### config.mk
export PLATFORM = sky130hd
export DESIGN_NAME = ebaal_top
export DESIGN_NICKNAME = d
export VERILOG_FILES = /design/src/hdl/ebaal_pkg.sv /design/src/hdl/ebaal_top.sv /design/src/hdl/ebaal_adder.sv
export VERILOG_INCLUDE_DIRS = /design/src /design/src/hdl
export SDC_FILE = /design/constraint.sdc
export NUM_CORES = 1
export LEC_CHECK = 0
export BUFFER_PORTS_ARGS = -buffer_cell sky130_fd_sc_hd__buf_2
export CELL_PAD_IN_SITES_DETAIL_PLACEMENT = 1
export CELL_PAD_IN_SITES_GLOBAL_PLACEMENT = 1
export CORE_MARGIN = 3
export CORE_UTILIZATION = 40
export DETAILED_ROUTE_END_ITERATION = 8
export GPL_TIMING_DRIVEN = 0
export PLACE_DENSITY = 0.91
export SYNTH_ARGS = -nofsm -noshare
export SYNTH_HDL_FRONTEND = slang
export SYNTH_SLANG_ARGS = --single-unit
### constraint.sdc
create_clock -name aclk -period 5.47 [get_ports aclk]
set_clock_uncertainty 0.1 [all_clocks]
set_input_delay 1.641 -clock aclk [delete_from_list [all_inputs] [get_ports aclk]]
set_output_delay 1.641 -clock aclk [all_outputs]
set_load 0.05 [all_outputs]
### src/hdl/ebaal_map.svh
// register offsets, field positions and reset values of the byte alu
`ifndef EBAAL_MAP_SVH
`define EBAAL_MAP_SVH

// ----------------------------------------------------------------
// register byte addresses
// ----------------------------------------------------------------
`define EBAAL_OPA_ADDR    8'h00
`define EBAAL_OPB_ADDR    8'h04
`define EBAAL_OPH_ADDR    8'h08
`define EBAAL_CMD_ADDR    8'h0C
`define EBAAL_FLG_ADDR    8'h10

// ----------------------------------------------------------------
// reset values
// ----------------------------------------------------------------
`define EBAAL_OPA_RST     8'h00
`define EBAAL_OPB_RST     8'h00
`define EBAAL_OPH_RST     8'h00
`define EBAAL_FLG_RST     6'h00

// ----------------------------------------------------------------
// field positions
// ----------------------------------------------------------------
`define EBAAL_FLG_C       0
`define EBAAL_FLG_Z       1
`define EBAAL_FLG_N       2
`define EBAAL_FLG_V       3
`define EBAAL_FLG_S       4
`define EBAAL_FLG_H       5
`define EBAAL_BUSY_BIT    8
`define EBAAL_OP_MSB      3

// ----------------------------------------------------------------
// bus answers
// ----------------------------------------------------------------
`define EBAAL_RESP_OKAY   2'h0
`define EBAAL_RESP_SLVERR 2'h2

`endif

### src/hdl/ebaal_pkg.sv
// shared types of the byte alu
package ebaal_pkg;

    // operation codes written to the command register
    typedef enum logic [3:0] {
        add_op                      = 4'h0,
        add_carry_op                = 4'h1,
        subtract_op                 = 4'h2,
        subtract_immediate_op       = 4'h3,
        subtract_with_borrow_op     = 4'h4,
        subtract_imm_with_borrow_op = 4'h5,
        word_add_immediate_op       = 4'h6,
        word_subtract_immediate_op  = 4'h7,
        and_op                      = 4'h8,
        and_immediate_op            = 4'h9,
        or_op                       = 4'hA,
        or_immediate_op             = 4'hB,
        exclusive_or_op             = 4'hC,
        set_masked_bits_op          = 4'hD,
        clear_masked_bits_op        = 4'hE
    } ebaal_op_e;

    // sequencer states, one-hot
    typedef enum logic [1:0] {
        st_idle = 2'h1,
        st_high = 2'h2
    } ebaal_state_e;

    typedef logic [5:0] ebaal_flags_t;

endpackage

### src/hdl/ebaal_top.sv
// byte alu datapath with an axi4-lite register slave
// Summary of operation
// - Add two register bytes, with or without the carry, in one cycle.
// - Subtract two register bytes, with or without carry, in one cycle.
// - Subtract an immediate from the destination in one cycle.
// - Subtract an immediate and the carry from the destination.
// - Add an immediate to a high/low pair over two cycles, sign too.
// - Subtract an immediate from a high/low pair over two cycles.
// - And the destination with a register or immediate, Z N V only.
// - Or, or exclusive-or for registers, updating Z N V only.
// - Set masked destination bits by or-ing with the mask.
// - Clear masked bits by and-ing with all-ones minus the mask.
//
// Design decisions made here: register access over AXI4-Lite and the placing of the registers.
`timescale 1ns/100ps
`include "ebaal_map.svh"
module ebaal_top #(
    parameter int ADDR_W = 8               // axi address width
) (
    input  wire logic              aclk,          // core clock
    input  wire logic              aresetn,       // sync reset, low
    input  wire logic [ADDR_W-1:0] s_axi_awaddr,  // write address
    input  wire logic [2:0]        s_axi_awprot,  // unused protection
    input  wire logic              s_axi_awvalid, // write addr valid
    output logic                   s_axi_awready, // write addr ready
    input  wire logic [31:0]       s_axi_wdata,   // write data
    input  wire logic [3:0]        s_axi_wstrb,   // byte enables
    input  wire logic              s_axi_wvalid,  // write data valid
    output logic                   s_axi_wready,  // write data ready
    output logic [1:0]             s_axi_bresp,   // write response
    output logic                   s_axi_bvalid,  // write resp valid
    input  wire logic              s_axi_bready,  // write resp ready
    input  wire logic [ADDR_W-1:0] s_axi_araddr,  // read address
    input  wire logic [2:0]        s_axi_arprot,  // unused protection
    input  wire logic              s_axi_arvalid, // read addr valid
    output logic                   s_axi_arready, // read addr ready
    output logic [31:0]            s_axi_rdata,   // read data
    output logic [1:0]             s_axi_rresp,   // read response
    output logic                   s_axi_rvalid,  // read data valid
    input  wire logic              s_axi_rready   // read data ready
);

    // ------------------------------------------------------------
    // declarations
    // ------------------------------------------------------------
    logic                  aw_full_q;
    logic                  w_full_q;
    logic [ADDR_W-1:0]     awaddr_q;
    logic [31:0]           wdata_q;
    logic [3:0]            wstrb_q;
    logic                  bvalid_q;
    logic [1:0]            bresp_q;
    logic                  rvalid_q;
    logic [1:0]            rresp_q;
    logic [31:0]           rdata_q;
    logic [7:0]            opa_q;
    logic [7:0]            opb_q;
    logic [7:0]            oph_q;
    ebaal_pkg::ebaal_flags_t  flags_q;
    ebaal_pkg::ebaal_op_e     op_q;
    ebaal_pkg::ebaal_state_e  state_q;
    logic                  carry_lo_q;
    logic                  zero_lo_q;
    logic                  wr_fire;
    logic                  lane0;
    logic                  busy;
    logic                  op_legal;
    logic                  go;
    logic                  high;
    ebaal_pkg::ebaal_op_e     cur_op;
    logic [7:0]            add_a;
    logic [7:0]            add_b;
    logic                  add_cin;
    logic [7:0]            sum;
    logic                  cout;
    logic                  half;
    logic                  ovf;
    logic [7:0]            lres;

    // ------------------------------------------------------------
    // decode helpers
    // ------------------------------------------------------------

    // word-aligned match of a bus address against a register offset
    function automatic logic hit(input logic [ADDR_W-1:0] addr,
                                 input logic [7:0] offs);
        hit = (addr[ADDR_W-1:2] == offs[7:2]);
    endfunction

    function automatic logic mapped(input logic [ADDR_W-1:0] addr);
        mapped = hit(addr, `EBAAL_OPA_ADDR) || hit(addr, `EBAAL_OPB_ADDR)
              || hit(addr, `EBAAL_OPH_ADDR) || hit(addr, `EBAAL_CMD_ADDR)
              || hit(addr, `EBAAL_FLG_ADDR);
    endfunction

    function automatic logic is_sub(input ebaal_pkg::ebaal_op_e op);
        is_sub = op inside {ebaal_pkg::subtract_op,
                            ebaal_pkg::subtract_immediate_op,
                            ebaal_pkg::subtract_with_borrow_op,
                            ebaal_pkg::subtract_imm_with_borrow_op,
                            ebaal_pkg::word_subtract_immediate_op};
    endfunction

    function automatic logic uses_carry(input ebaal_pkg::ebaal_op_e op);
        uses_carry = op inside {ebaal_pkg::add_carry_op,
                                ebaal_pkg::subtract_with_borrow_op,
                                ebaal_pkg::subtract_imm_with_borrow_op};
    endfunction

    function automatic logic is_word(input ebaal_pkg::ebaal_op_e op);
        is_word = op inside {ebaal_pkg::word_add_immediate_op,
                             ebaal_pkg::word_subtract_immediate_op};
    endfunction

    function automatic logic is_logic(input ebaal_pkg::ebaal_op_e op);
        is_logic = op[3];
    endfunction

    // ------------------------------------------------------------
    // axi4-lite write channel
    // ------------------------------------------------------------
    assign s_axi_awready = !aw_full_q;
    assign s_axi_wready  = !w_full_q;
    assign s_axi_bvalid  = bvalid_q;
    assign s_axi_bresp   = bresp_q;
    assign wr_fire       = aw_full_q && w_full_q && !bvalid_q;
    assign lane0         = wstrb_q[0];

    // address and data are parked independently, in either order
    always_ff @(posedge aclk) begin
        if (!aresetn) begin
            aw_full_q <= 1'b0;
            awaddr_q  <= '0;
        end else if (s_axi_awvalid && !aw_full_q) begin
            aw_full_q <= 1'b1;
            awaddr_q  <= s_axi_awaddr;
        end else if (wr_fire) begin
            aw_full_q <= 1'b0;
        end
    end

    always_ff @(posedge aclk) begin
        if (!aresetn) begin
            w_full_q <= 1'b0;
            wdata_q  <= '0;
            wstrb_q  <= '0;
        end else if (s_axi_wvalid && !w_full_q) begin
            w_full_q <= 1'b1;
            wdata_q  <= s_axi_wdata;
            wstrb_q  <= s_axi_wstrb;
        end else if (wr_fire) begin
            w_full_q <= 1'b0;
        end
    end

    // unmapped, busy or illegal commands answer slverr and do nothing
    always_ff @(posedge aclk) begin
        if (!aresetn) begin
            bvalid_q <= 1'b0;
            bresp_q  <= `EBAAL_RESP_OKAY;
        end else if (wr_fire) begin
            bvalid_q <= 1'b1;
            if (!mapped(awaddr_q)) begin
                bresp_q <= `EBAAL_RESP_SLVERR;
            end else if (hit(awaddr_q, `EBAAL_CMD_ADDR) && lane0
                         && (busy || !op_legal)) begin
                bresp_q <= `EBAAL_RESP_SLVERR;
            end else begin
                bresp_q <= `EBAAL_RESP_OKAY;
            end
        end else if (s_axi_bready) begin
            bvalid_q <= 1'b0;
        end
    end

    // ------------------------------------------------------------
    // axi4-lite read channel
    // ------------------------------------------------------------
    assign s_axi_arready = !rvalid_q;
    assign s_axi_rvalid  = rvalid_q;
    assign s_axi_rresp   = rresp_q;
    assign s_axi_rdata   = rdata_q;

    // read data is captured at the address handshake, upper bits zero
    always_ff @(posedge aclk) begin
        if (!aresetn) begin
            rvalid_q <= 1'b0;
            rresp_q  <= `EBAAL_RESP_OKAY;
            rdata_q  <= '0;
        end else if (s_axi_arvalid && !rvalid_q) begin
            rvalid_q <= 1'b1;
            rresp_q  <= mapped(s_axi_araddr) ? `EBAAL_RESP_OKAY
                                             : `EBAAL_RESP_SLVERR;
            rdata_q  <= '0;
            if (hit(s_axi_araddr, `EBAAL_OPA_ADDR)) begin
                rdata_q[7:0] <= opa_q;
            end else if (hit(s_axi_araddr, `EBAAL_OPB_ADDR)) begin
                rdata_q[7:0] <= opb_q;
            end else if (hit(s_axi_araddr, `EBAAL_OPH_ADDR)) begin
                rdata_q[7:0] <= oph_q;
            end else if (hit(s_axi_araddr, `EBAAL_CMD_ADDR)) begin
                rdata_q[`EBAAL_OP_MSB:0] <= op_q;
            end else if (hit(s_axi_araddr, `EBAAL_FLG_ADDR)) begin
                rdata_q[5:0]            <= flags_q;
                rdata_q[`EBAAL_BUSY_BIT] <= busy;
            end
        end else if (s_axi_rready) begin
            rvalid_q <= 1'b0;
        end
    end

    // ------------------------------------------------------------
    // operation select
    // ------------------------------------------------------------
    assign busy     = (state_q == ebaal_pkg::st_high);
    assign high     = busy;
    assign op_legal = (wdata_q[`EBAAL_OP_MSB:0] != 4'hF);
    assign go       = wr_fire && hit(awaddr_q, `EBAAL_CMD_ADDR) && lane0
                      && !busy && op_legal;
    assign cur_op   = high ? op_q
                           : ebaal_pkg::ebaal_op_e'(wdata_q[`EBAAL_OP_MSB:0]);

    // the high byte of a word op reuses the adder with a zero operand
    assign add_a   = high ? oph_q : opa_q;
    assign add_b   = high ? 8'h00 : opb_q;
    assign add_cin = high ? carry_lo_q
                   : (uses_carry(cur_op) && flags_q[`EBAAL_FLG_C]);

    ebaal_adder u_adder (
        .a    (add_a),
        .b    (add_b),
        .cin  (add_cin),
        .sub  (is_sub(cur_op)),
        .sum  (sum),
        .cout (cout),
        .half (half),
        .ovf  (ovf)
    );

    // bitwise group; register and immediate forms share the b operand
    always_comb begin
        unique case (cur_op)
            ebaal_pkg::and_op,
            ebaal_pkg::and_immediate_op:   lres = opa_q & opb_q;
            ebaal_pkg::exclusive_or_op:    lres = opa_q ^ opb_q;
            ebaal_pkg::clear_masked_bits_op:
                lres = opa_q & (8'hFF - opb_q);
            default:                       lres = opa_q | opb_q;
        endcase
    end

    // ------------------------------------------------------------
    // sequencer and destination write-back
    // ------------------------------------------------------------

    // a finishing op beats a software write to the same register
    always_ff @(posedge aclk) begin
        if (!aresetn) begin
            state_q    <= ebaal_pkg::st_idle;
            op_q       <= ebaal_pkg::add_op;
            carry_lo_q <= 1'b0;
            zero_lo_q  <= 1'b0;
        end else begin
            unique case (state_q)
                ebaal_pkg::st_idle: begin
                    if (go) begin
                        op_q       <= cur_op;
                        carry_lo_q <= cout;
                        zero_lo_q  <= (sum == 8'h00);
                        if (is_word(cur_op)) begin
                            state_q <= ebaal_pkg::st_high;
                        end
                    end
                end
                ebaal_pkg::st_high: begin
                    state_q <= ebaal_pkg::st_idle;
                end
                default: begin
                    state_q <= ebaal_pkg::st_idle;
                end
            endcase
        end
    end

    always_ff @(posedge aclk) begin
        if (!aresetn) begin
            opa_q <= `EBAAL_OPA_RST;
        end else if (go) begin
            opa_q <= is_logic(cur_op) ? lres : sum;
        end else if (wr_fire && lane0 && hit(awaddr_q, `EBAAL_OPA_ADDR)) begin
            opa_q <= wdata_q[7:0];
        end
    end

    always_ff @(posedge aclk) begin
        if (!aresetn) begin
            oph_q <= `EBAAL_OPH_RST;
        end else if (high) begin
            oph_q <= sum;
        end else if (wr_fire && lane0 && hit(awaddr_q, `EBAAL_OPH_ADDR)) begin
            oph_q <= wdata_q[7:0];
        end
    end

    always_ff @(posedge aclk) begin
        if (!aresetn) begin
            opb_q <= `EBAAL_OPB_RST;
        end else if (wr_fire && lane0 && hit(awaddr_q, `EBAAL_OPB_ADDR)) begin
            opb_q <= wdata_q[7:0];
        end
    end

    // ------------------------------------------------------------
    // status flags
    // ------------------------------------------------------------

    // each class touches only its own flags; the rest hold
    always_ff @(posedge aclk) begin
        if (!aresetn) begin
            flags_q <= `EBAAL_FLG_RST;
        end else if (high) begin
            flags_q[`EBAAL_FLG_C] <= cout;
            flags_q[`EBAAL_FLG_Z] <= zero_lo_q && (sum == 8'h00);
            flags_q[`EBAAL_FLG_N] <= sum[7];
            flags_q[`EBAAL_FLG_V] <= ovf;
            flags_q[`EBAAL_FLG_S] <= sum[7] ^ ovf;
        end else if (go && is_logic(cur_op)) begin
            flags_q[`EBAAL_FLG_Z] <= (lres == 8'h00);
            flags_q[`EBAAL_FLG_N] <= lres[7];
            flags_q[`EBAAL_FLG_V] <= 1'b0;
        end else if (go && !is_word(cur_op)) begin
            flags_q[`EBAAL_FLG_C] <= cout;
            flags_q[`EBAAL_FLG_Z] <= (sum == 8'h00);
            flags_q[`EBAAL_FLG_N] <= sum[7];
            flags_q[`EBAAL_FLG_V] <= ovf;
            flags_q[`EBAAL_FLG_H] <= half;
        end else if (wr_fire && lane0 && hit(awaddr_q, `EBAAL_FLG_ADDR)) begin
            flags_q <= wdata_q[5:0];
        end
    end
endmodule

### src/hdl/ebaal_adder.sv
// eight-bit add and subtract core with carry, half-carry and overflow
`timescale 1ns/100ps
module ebaal_adder (
    input  wire logic [7:0] a,    // minuend or first addend
    input  wire logic [7:0] b,    // subtrahend or second addend
    input  wire logic       cin,  // carry in, borrow in when subtracting
    input  wire logic       sub,  // high to subtract
    output logic      [7:0] sum,  // result byte
    output logic            cout, // carry out, borrow out when subtracting
    output logic            half, // carry or borrow out of bit 3
    output logic            ovf   // two's complement overflow
);
    logic [8:0] full;
    logic [4:0] low;

    // a borrow shows up as the ninth bit of the widened difference
    always_comb begin
        if (sub) begin
            full = {1'b0, a} - {1'b0, b} - {8'h00, cin};
            low  = {1'b0, a[3:0]} - {1'b0, b[3:0]} - {4'h0, cin};
        end else begin
            full = {1'b0, a} + {1'b0, b} + {8'h00, cin};
            low  = {1'b0, a[3:0]} + {1'b0, b[3:0]} + {4'h0, cin};
        end
    end

    // sign rule differs: add overflows on like signs, subtract on unlike
    assign sum  = full[7:0];
    assign cout = full[8];
    assign half = low[4];
    assign ovf  = sub ? ((a[7] != b[7]) && (sum[7] != a[7]))
                      : ((a[7] == b[7]) && (sum[7] != a[7]));
endmodule

==> results.toml, run 1 <==
[yosys]
synth_area_um2 = 4833
synth-edff-count = 0
synth_most_common_cell = "nand2_1"
synth.avg_cell_area_um2 = 7.552
synth.top_cells.by_count = "nand2_1 (88), a21oi_1 (77), dfxtp_1 (68)"
ys.flop_type = "dfxtp_1"
syn_inst = 640
synthDistinctLibCells = 63
ys_seq_area_share_pct = 28.16
synthArstFlopShare_pct = 0
ys_ff_latch = 68
yosysTopAreaCell = "dfxtp_1"
synth_top_area_share_pct = 28.16
ys_warn_count = 0
synth.area.top_cells = "dfxtp_1 (28%), a21oi_1 (8.0%), ha_1 (7.0%)"

[place]
pre_cts_slack_ns = 0.1485
finalWeightedCongestion = 0.9286
io_buffers = 42
hpwl_um = 13380

[clock_tree]
clock_sinks = 68
cts_tree = "yes"
cts_resized = 0
cts_post_setup_buffers_inserted = 0
root_buffer = "clkbuf_16"
clk_pin_slew_ns = 0.06
clkLatencyLatePin_ns = 0.34
cts_made_buffers = 9
cts_buffer_depth = 2
hold_buffers = 0
h-tree-depth = 3

[timing]
tightestPinTransition_ns = 1.184
slew_headroom_pct = 20.37
grt_setup_unrepaired = "no"
setup-violations-final = 0
max_clock_freq_ghz = 0.1977
whs_ns = 0.3569
drv_slew = 0
layout_min_cycle_time_ns = 5.058
finalSetupTns_ns = 0
fin_crit_sh_pct = 92.47
hold_viol = 0
layout_setup_ws_ns = 0.4121

[power_and_ir_drop]
p_clk_share_pct = 45.1
p_sw_share_pct = 29.32
power_w = 0.001315
power.density_nw_per_um2 = 234.1
power_frac_seq_pct = 39.6
intPower_w = 0.0009296
power_frac_comb_pct = 15.3
ir_worst_vdd_mv = 0.2050
p_leak_nw = 2.380
p_switching_w = 0.0003856

[floorplanning]
start_util_pct = 41.62
core_area_um2 = 11610
dieHeight_um = 115.9
die_w_um = 115.9
die_area_um2 = 13440
rows = 39
io_pins = 106

[worst_setup_path]
crit_arrival_ns = 5.22
required_ns = 5.63
end_kind = "flip-flop"
crit_type = "flip-flop to flip-flop"
critPathMaxFanout = 10
startpoint_type = "flip-flop"

[cells_and_area]
area_growth_syn_to_layout_pct = 16.26
drive_above_1_share_pct = 14.54
fill_cells = 1511
diodes = 0
final_util_pct = 48.38
finish.net_count = 813

[routing]
drtIter0Drc = 378
wire_per_inst_um = 20.18
viasPerCell = 5.748
antenna_left = 0
wirelength_um = 17460
vias = 4972
firstDrtPassIters = 5
drc_errors = 0

[global_route]
antenna_found_initial = 0
grt_pass1_vias = 5293
grt_pass1_wl_um = 28070
grt-ovfl-total = 0
grt_usage_pct = 27.11
grt_max_degree = 13

[worst_hold_path]
hp-class = "flip-flop to flip-flop"

[run_status]
status = "complete, no violations"

[job]
cap_violations = 0
==> state kept, by name, summed over array words and instances (netlist names), 4 cells and up <==
| register | cells |
|---|---|
| s_axi_rdata | 9 |
| opa_q | 8 |
| opb_q | 8 |
| oph_q | 8 |
| wdata_q | 8 |
| awaddr_q | 6 |
| flags_q | 6 |
| op_q | 4 |
==> metrics by stage <==
step,instance area [µm²],cells
6_report,5619,865
5_1_grt,5619,865
4_1_cts,5615,865
3_5_place_dp,5313,849
3_3_place_gp,5313,849
2_1_floorplan,4923,664
==> cells by family (layout without fill, tap and decap cells) <==
logic type / after synthesis / count (layout) / share of synthesized area [%]
xor gates and xnor gates: 14 / 14 / 2.537
other: 1 / 25 / 0.07759
buffers and inverters: 108 / 166 / 10.41
adders and majority gates: 31 / 31 / 8.646
muxes: 35 / 35 / 7.455
and+or+nand+nor: 198 / 198 / 19.13
AOI/OAI and AO/OA: 185 / 185 / 23.58
DFF: 68 / 68 / 28.16
==> layout by cell type (no fill, tap or decap), types with 3 or more instances in the layout <==
master / synthesis / layout
nor3_1: 4 / 4
nand2_1: 88 / 88
ha_1: 27 / 27
a21oi_1: 77 / 77
a221oi_1: 6 / 6
a211oi_1: 16 / 16
clkbuf_2: 0 / 3
mux2i_1: 27 / 27
o21ai_0: 29 / 29
o21ai_1: 8 / 8
and3_1: 3 / 3
buf_2: 3 / 45
o22ai_1: 6 / 6
nor2b_1: 11 / 11
nand2b_1: 6 / 6
o2bb2ai_1: 5 / 5
xnor2_1: 9 / 9
inv_1: 46 / 46
xor2_1: 5 / 5
o2111ai_1: 3 / 3
clkbuf_16: 0 / 9
fa_1: 4 / 4
clkbuf_1: 26 / 25
a21o_1: 5 / 5
or3_1: 4 / 4
nor2_1: 53 / 53
buf_1: 6 / 4
a31oi_1: 11 / 11
dfxtp_1: 68 / 68
mux2_2: 8 / 8
conb_1: 1 / 25
nand3_1: 7 / 7
o21bai_1: 3 / 3
buf_4: 25 / 25
==> worst paths after layout <==
kind	start	end	slack [ns]	depth (start not counted)
max reg2reg	state_q[0]	flags_q[1]	0.41	18
min	s_axi_rdata[7]	s_axi_rdata[7]	0.36	2
min reg2reg	s_axi_rdata[7]	s_axi_rdata[7]	0.36	2
max	state_q[0]	flags_q[1]	0.41	18
==> critical path, cell delays in order (launching register included) <==
cell	delay [ns]
dfxtp_1	0.43
nand2b_1	0.14
clkbuf_1	0.25
clkbuf_1	0.52
clkbuf_2	0.39
nand2_1	0.18
inv_1	0.11
fa_1	0.17
inv_1	0.07
fa_1	0.40
nand2b_1	0.16
a21oi_1	0.31
xnor2_1	0.10
nand2_1	0.07
o21ai_0	0.24
or4_4	0.63
nor4_4	0.32
a21oi_1	0.17
nor3_1	0.20
==> power groups by stage <==
| stage | logic, W | clock network [W] | registers [W] |
|---|---|---|---|
| global route | 0.000216 | 0.000617 | 0.000523 |
| floorplan | 0.000132 | 0 | 0.000545 |
| finish | 0.000201 | 0.000593 | 0.000521 |
| global placement | 0.000193 | 0 | 0.000530 |
| detailed placement | 0.000198 | 0 | 0.000531 |
| CTS | 0.000199 | 0.000597 | 0.000521 |
==> per-layer routing <==
metal  up-vias  routed length, µm  track usage (%)
met5         -                  0                0
met1      2392               7184            33.33
met3        43               1325            5.117
met2       203               8427            46.38
li1       2334                  -                -
met4         0                517            11.45
==> area by class of cell <==
type	count	area (µm²)	share of cell area, %
buffer	60	326.6	5.812
clock buffer	10	239.0	4.253
clock inverter	6	63.81	1.136
inverter	48	180.2	3.206
multi-input combinational	488	3059	54.44
sequential	68	1361	24.23
tap	143	178.9	3.184
timing repair buffer	42	210.2	3.741
No activity file was read; power rests on OpenSTA's default activity.
==> inputs of run 2 (changes only) <==
--- a/config.mk
+++ b/config.mk
@@ -6,14 +6,15 @@
 export SDC_FILE = /design/constraint.sdc
 export NUM_CORES = 1
 export LEC_CHECK = 0
+export ABC_AREA = 1
 export BUFFER_PORTS_ARGS = -buffer_cell sky130_fd_sc_hd__buf_2
 export CELL_PAD_IN_SITES_DETAIL_PLACEMENT = 1
 export CELL_PAD_IN_SITES_GLOBAL_PLACEMENT = 1
 export CORE_MARGIN = 3
-export CORE_UTILIZATION = 40
+export CORE_UTILIZATION = 39
 export DETAILED_ROUTE_END_ITERATION = 8
 export GPL_TIMING_DRIVEN = 0
-export PLACE_DENSITY = 0.91
+export PLACE_DENSITY = 0.92
 export SYNTH_ARGS = -nofsm -noshare
 export SYNTH_HDL_FRONTEND = slang
 export SYNTH_SLANG_ARGS = --single-unit
==> run 2 against run 1 <==
Effect of this change: combinational power is 14% higher; sequential share of layout area decreased by 1.0 points; global-route usage decreased by 1.4 points; worst setup slack better by 0.74 ns; final area up 4.4%; area after synthesis up 4.9%; die area is 7.2% higher; sequential power up 1%; synthesized cell count increased by 23%; first-iteration DRC count grew 28%; maximum frequency grew 17%; largest power group unchanged.
==> results.toml, run 2 <==
[power_and_ir_drop]
p_sw_share_pct = 32.46
ir_worst_vdd_mv = 0.2197
intPower_w = 0.0008798
p_switching_w = 0.0004229
power.density_nw_per_um2 = 222.0
p_leak_nw = 2.843
power_frac_seq_pct = 40.5
power_frac_comb_pct = 17.6
p_clk_share_pct = 41.9

[cells_and_area]
finish.net_count = 959
largest_register_ffs = 9
drive_above_1_share_pct = 13.48
layout_commonest_cell = "nand2_1"
diodes = 0
final_cell_mix = "nand2_1 (174), inv_1 (122), nor2_1 (73)"
area_growth_syn_to_layout_pct = 15.75
final_util_pct = 46.31

[place]
hpwl_um = 14290
io_buffers = 43
finalWeightedCongestion = 1.012

[worst_setup_path]
crit_type = "flip-flop to flip-flop"
reg2reg_setup_slack_ns = 1.15
max_stage_delay_ns = 0.46
startpoint_type = "flip-flop"
crit_arrival_ns = 4.51
cp_cell_sequence = "inv_1, nor2_1, buf_2, buf_1, nor2_1, ha_1, inv_1, ha_1, nand2_1, nor2_1, nand3_1, nand2_1, nand2_1, nand2_1, nor2_1, nor2_2, nand2_1, nor2_2, nand2_1, nand2_1, nand2_1, nand3_1, nand2_1, inv_1"
required_ns = 5.65
critical_path.top_delay_family = "simple AND/OR/NAND/NOR gates"
cp_slowest_cell = "dfxtp_1"
end_kind = "flip-flop"
cpMostUsedCell = "nand2_1"
path_buf_inv = 5
critPathMaxFanout = 10

[yosys]
synthDistinctLibCells = 48
synthArstFlopShare_pct = 0
synth.avg_cell_area_um2 = 6.458
synth_most_common_cell = "nand2_1"
synth_area_um2 = 5070
ys_ff_latch = 68
synth-edff-count = 0
yosysTopAreaCell = "dfxtp_1"
synth_top_area_share_pct = 26.85
synth.top_cells.by_count = "nand2_1 (174), inv_1 (122), nor2_1 (73)"
ys_seq_area_share_pct = 26.85
ys.flop_type = "dfxtp_1"
synth.area.top_cells = "dfxtp_1 (27%), nand2_1 (13%), inv_1 (9.0%)"
ys_warn_count = 0
syn_inst = 785

[timing]
max_clock_freq_ghz = 0.2314
drv_slew = 0
hold_viol = 0
finalSetupTns_ns = 0
fin_crit_sh_pct = 79.01
setup-violations-final = 0
tightestPinTransition_ns = 1.371
grt_setup_unrepaired = "no"
layout_min_cycle_time_ns = 4.322
slew_headroom_pct = 7.744

[routing]
wirelength_um = 18560
drtIter0Drc = 483
firstDrtPassIters = 5
wire_per_inst_um = 17.84
viasPerCell = 5.427
vias = 5644
antenna_left = 0
drc_errors = 0

[clock_tree]
root_buffer = "clkbuf_16"
clock_sinks = 68
h-tree-depth = 3
cts_resized = 0
hold_buffers = 0
cts_tree = "yes"
cts_buffer_depth = 2
cts_post_setup_buffers_inserted = 0
clk_pin_slew_ns = 0.06
clkLatencyLatePin_ns = 0.34
cts_made_buffers = 9

[global_route]
grt-ovfl-total = 0
grt_usage_pct = 25.66
grt_pass1_vias = 5742
antenna_found_initial = 0
grt_max_degree = 14
grt_pass1_wl_um = 29150

[floorplanning]
io_pins = 106
start_util_pct = 40.01
core_area_um2 = 12670
die_area_um2 = 14400
dieHeight_um = 120.0
rows = 41
die_w_um = 120.0

[job]
cap_violations = 0

[worst_hold_path]
hp-class = "flip-flop to flip-flop"

[run_status]
status = "complete, no violations"
## run 2: cell count changes in the layout (fill, tap and decap cells not counted), sizes merged, moves of 8 or more
cell	change
a211oi	-16
a21oi	-11
clkbuf	-17
inv	+81
mux2	-8
mux2i	-27
nand2	+97
nand3	+27
nor2	+25
nor2b	-11
o21ai	+39
xnor2	-9
## run 2: final timing paths
| path | from | endpoint | cells past startpoint |
|---|---|---|---|
| max | state_q[1] | flags_q[1] | 24 |
| min | s_axi_rdata[5] | s_axi_rdata[5] | 2 |
| max reg2reg | state_q[1] | flags_q[1] | 24 |
| min reg2reg | s_axi_rdata[5] | s_axi_rdata[5] | 2 |
## run 2: through the flow
stage | hold slack, ns | total power (W) | cells | instance area [µm²] | setup WS, ns
after CTS | 0.3686 | 0.001298 | 1040 | 5868 | 1.240
after global routing | 0.3962 | 0.001340 | 1040 | 5868 | 0.8428
after detailed placement | 0.3562 | 0.0007586 | 1024 | 5590 | 1.351
after floorplan | 0.3438 | 0.0007001 | 809 | 5160 | 2.185
final | 0.3663 | 0.001303 | 1040 | 5868 | 1.148
after global placement | 0.3559 | 0.0007517 | 1024 | 5590 | 1.485
## run 2: worst register-to-register path: cells and delay by family, from the launching register on
kind,cells,cell delay (ns)
and+or+nand+nor,17,1.92
adders and majority gates,2,0.78
buffers and inverters,5,1.01
DFF,1,0.46
## run 2: kinds of logic (layout without fill, tap and decap cells)
| logic type | after synthesis | in the layout | share of synthesized area, % |
|---|---|---|---|
| DFF | 68 | 68 | 26.85 |
| other | 1 | 25 | 0.07397 |
| AOI/OAI and AO/OA | 181 | 181 | 20.24 |
| and+or+nand+nor | 327 | 327 | 28.38 |
| adders and majority gates | 31 | 31 | 8.243 |
| buffers and inverters | 168 | 227 | 14.66 |
| xor gates and xnor gates | 9 | 9 | 1.555 |
## run 2: layer usage
layer / share of wire [%] / vias up / track usage, %
li1: - / 2667 / -
met1: 41 / 2661 / 31.07
met4: 4.3 / 0 / 11.67
met5: 0 / - / 0
met2: 47 / 248 / 43.13
met3: 7.7 / 68 / 5.985
## run 2: layout make-up
type / instances / area (µm²)
buffer: 41 / 264.0
clock inverter: 7 / 52.55
fill: 1773 / 6803
sequential: 68 / 1361
clock buffer: 9 / 225.2
multi-input combinational: 573 / 3055
inverter: 127 / 479.2
tap: 172 / 215.2
timing repair buffer: 43 / 215.2
## run 2: power by group through the flow
stage | Clock (W) | Sequential [W] | Combinational (W)
final | 0.000546 | 0.000527 | 0.000229
after global routing | 0.000567 | 0.000528 | 0.000246
after CTS | 0.000546 | 0.000526 | 0.000225
after detailed placement | 0 | 0.000536 | 0.000222
after global placement | 0 | 0.000536 | 0.000216
after floorplan | 0 | 0.000549 | 0.000151
==> inputs of run 3 (changes only) <==
==> constraint.sdc (replaced) <==
create_clock -name aclk -period 4.5 [get_ports aclk]
set_clock_uncertainty 0.1 [all_clocks]
set_input_delay 1.35 -clock aclk [delete_from_list [all_inputs] [get_ports aclk]]
set_output_delay 1.35 -clock aclk [all_outputs]
set_load 0.05 [all_outputs]
==> run 3 against run 2 <==
Effect of this change: critical path depth shrank 3; sequential cell count is the same; die area is the same; via count shrank 0.99%; largest cell class unchanged; highest routed layer unchanged.
==> results.toml, run 3 (synthesis gave the netlist of run 2 again) <==
[run_status]
status = "complete, no violations"

[timing]
finalSetupTns_ns = 0
grt_setup_unrepaired = "no"
fin_crit_sh_pct = 93.08
hold_viol = 0
drv_slew = 0
slew_headroom_pct = 4.231
setup-violations-final = 0
tightestPinTransition_ns = 1.423
max_clock_freq_ghz = 0.2388
layout_min_cycle_time_ns = 4.188

[clock_tree]
hold_buffers = 0
clkLatencyLatePin_ns = 0.34
cts_made_buffers = 9
clock_sinks = 68
clk_pin_slew_ns = 0.06
h-tree-depth = 3
cts_buffer_depth = 2
cts_resized = 0
root_buffer = "clkbuf_16"
cts_tree = "yes"

[floorplanning]
start_util_pct = 40.01
io_pins = 106
core_area_um2 = 12670
die_area_um2 = 14400
die_w_um = 120.0
dieHeight_um = 120.0
rows = 41

[worst_setup_path]
rr_startpoint = "state_q[1]"
cp_cell_sequence = "nand2_4, buf_6, clkbuf_1, o21ai_0, fa_1, fa_1, inv_1, nand3_1, nand4_1, nand2_1, nand2_1, inv_1, nor2_2, nand3_1, nor2_2, nand2_1, nand2_1, nand2_1, nand3_1, nand2_1, inv_1"
cpMostUsedCell = "nand2_1"
path_buf_inv = 5
critPathMaxFanout = 10
end_kind = "flip-flop"
critical_path.top_delay_family = "simple AND/OR/NAND/NOR gates"
cp_slowest_cell = "fa_1"
max_stage_delay_ns = 0.55
required_ns = 4.68
startpoint_type = "flip-flop"
reg2reg_depth = 21
crit_arrival_ns = 4.37
rr_endpoint = "flags_q[1]"
reg2reg_setup_slack_ns = 0.31
crit_type = "flip-flop to flip-flop"

[global_route]
grt_max_degree = 14
grt_pass1_vias = 5742
grt-ovfl-total = 0
antenna_found_initial = 0
grt_pass1_wl_um = 29150
met3_usage_pct = 5.985
gr-usage-met2_pct = 43.13
use_met1_pct = 31.07
grt_usage_pct = 25.66
gr-max-usage-layer = "met2"

[cells_and_area]
final_cell_mix = "nand2_1 (174), inv_1 (122), nor2_1 (73)"
largest_register_ffs = 9
drive_above_1_share_pct = 13.49
diodes = 0
layout_commonest_cell = "nand2_1"
finalInstanceArea_um2 = 5864
area_growth_syn_to_layout_pct = 15.67
finish.net_count = 958

[place]
finalWeightedCongestion = 1.012
hpwl_um = 14290
io_buffers = 43
postPlaceCellArea_um2 = 5590

[routing]
drc_errors = 0
vias = 5588
drtIter0Drc = 526
firstDrtPassIters = 5
viasPerCell = 5.378
wirelength_um = 18530
wire_per_inst_um = 17.84
antenna_left = 0

[worst_hold_path]
holdPathStages = 2
hp-start = "s_axi_rdata[5]"
min_to = "s_axi_rdata[5]"
hp-class = "flip-flop to flip-flop"

[power_and_ir_drop]
power.density_nw_per_um2 = 270.3
ir_worst_vdd_mv = 0.2658
p_leak_nw = 2.841

[job]
cap_violations = 0
-- run 3: changes by cell type in the layout (fill, tap and decap cells not counted), sizes merged --
cell and change:
buf -1
-- run 3: final cells by class --
cell class                 count  area, µm²
fill                        1774       6807
clock inverter                 7      52.55
sequential                    68       1361
multi-input combinational    573       3055
tap                          172      215.2
timing repair buffer          43      215.2
clock buffer                   9      225.2
inverter                     127      479.2
buffer                        40      260.3
-- run 3: repair_timing --
action | 4_1_cts | 5_1_grt
hold endpoints to repair | 0 | 0
setup buffers | 0 | 0
endpoints found under the setup margin | 0 | 1
-- run 3: power by group --
| part | switching (W) | internal (W) |
|---|---|---|
| logic | 0.000206 | 0.0000732 |
| clock network | 0.000291 | 0.000374 |
| registers | 0.0000186 | 0.000622 |
-- run 3: layer usage --
| metal | part of all wire (%) | vias to the layer above |
|---|---|---|
| li1 | - | 2666 |
| met5 | 0 | - |
| met2 | 47 | 209 |
| met4 | 4.3 | 0 |
| met3 | 7.1 | 60 |
| met1 | 42 | 2653 |
-- run 3: per-stage QoR --
stage	setup slack [ns]	total power (W)	util (%)	hold WS [ns]	std cells
2_1_floorplan	1.215	0.0008510	-	0.3438	809
3_3_place_gp	0.5150	0.0009138	44.12	0.3559	1024
3_5_place_dp	0.3813	0.0009222	44.12	0.3562	1024
4_1_cts	0.2705	0.001578	46.31	0.3686	1040
5_1_grt	0.01508	0.001629	46.28	0.3962	1039
6_report	0.3116	0.001585	46.28	0.3662	1039
-- run 3: how the worst max path moves through the flow --
stage                from         end  slack, ns  depth (start not counted)
2_1_floorplan  state_q[1]  flags_q[1]       1.21                         22
3_3_place_gp   state_q[1]  flags_q[1]       0.51                         22
3_5_place_dp   state_q[1]  flags_q[1]       0.38                         24
4_1_cts        state_q[1]  flags_q[1]       0.27                         24
5_1_grt        state_q[0]  flags_q[1]       0.02                         24
6_report       state_q[1]  flags_q[1]       0.31                         21
-- run 3: worst reg2reg max path: cells and delay by family, from the launching register on --
kind / cells / cell delay [ns]
AO/OA/AOI/OAI: 1 / 0.33
adder cells (fa/ha/maj): 2 / 0.98
buffers and inverters: 5 / 0.91
flip-flops: 1 / 0.38
AND/OR/NAND/NOR: 13 / 1.44
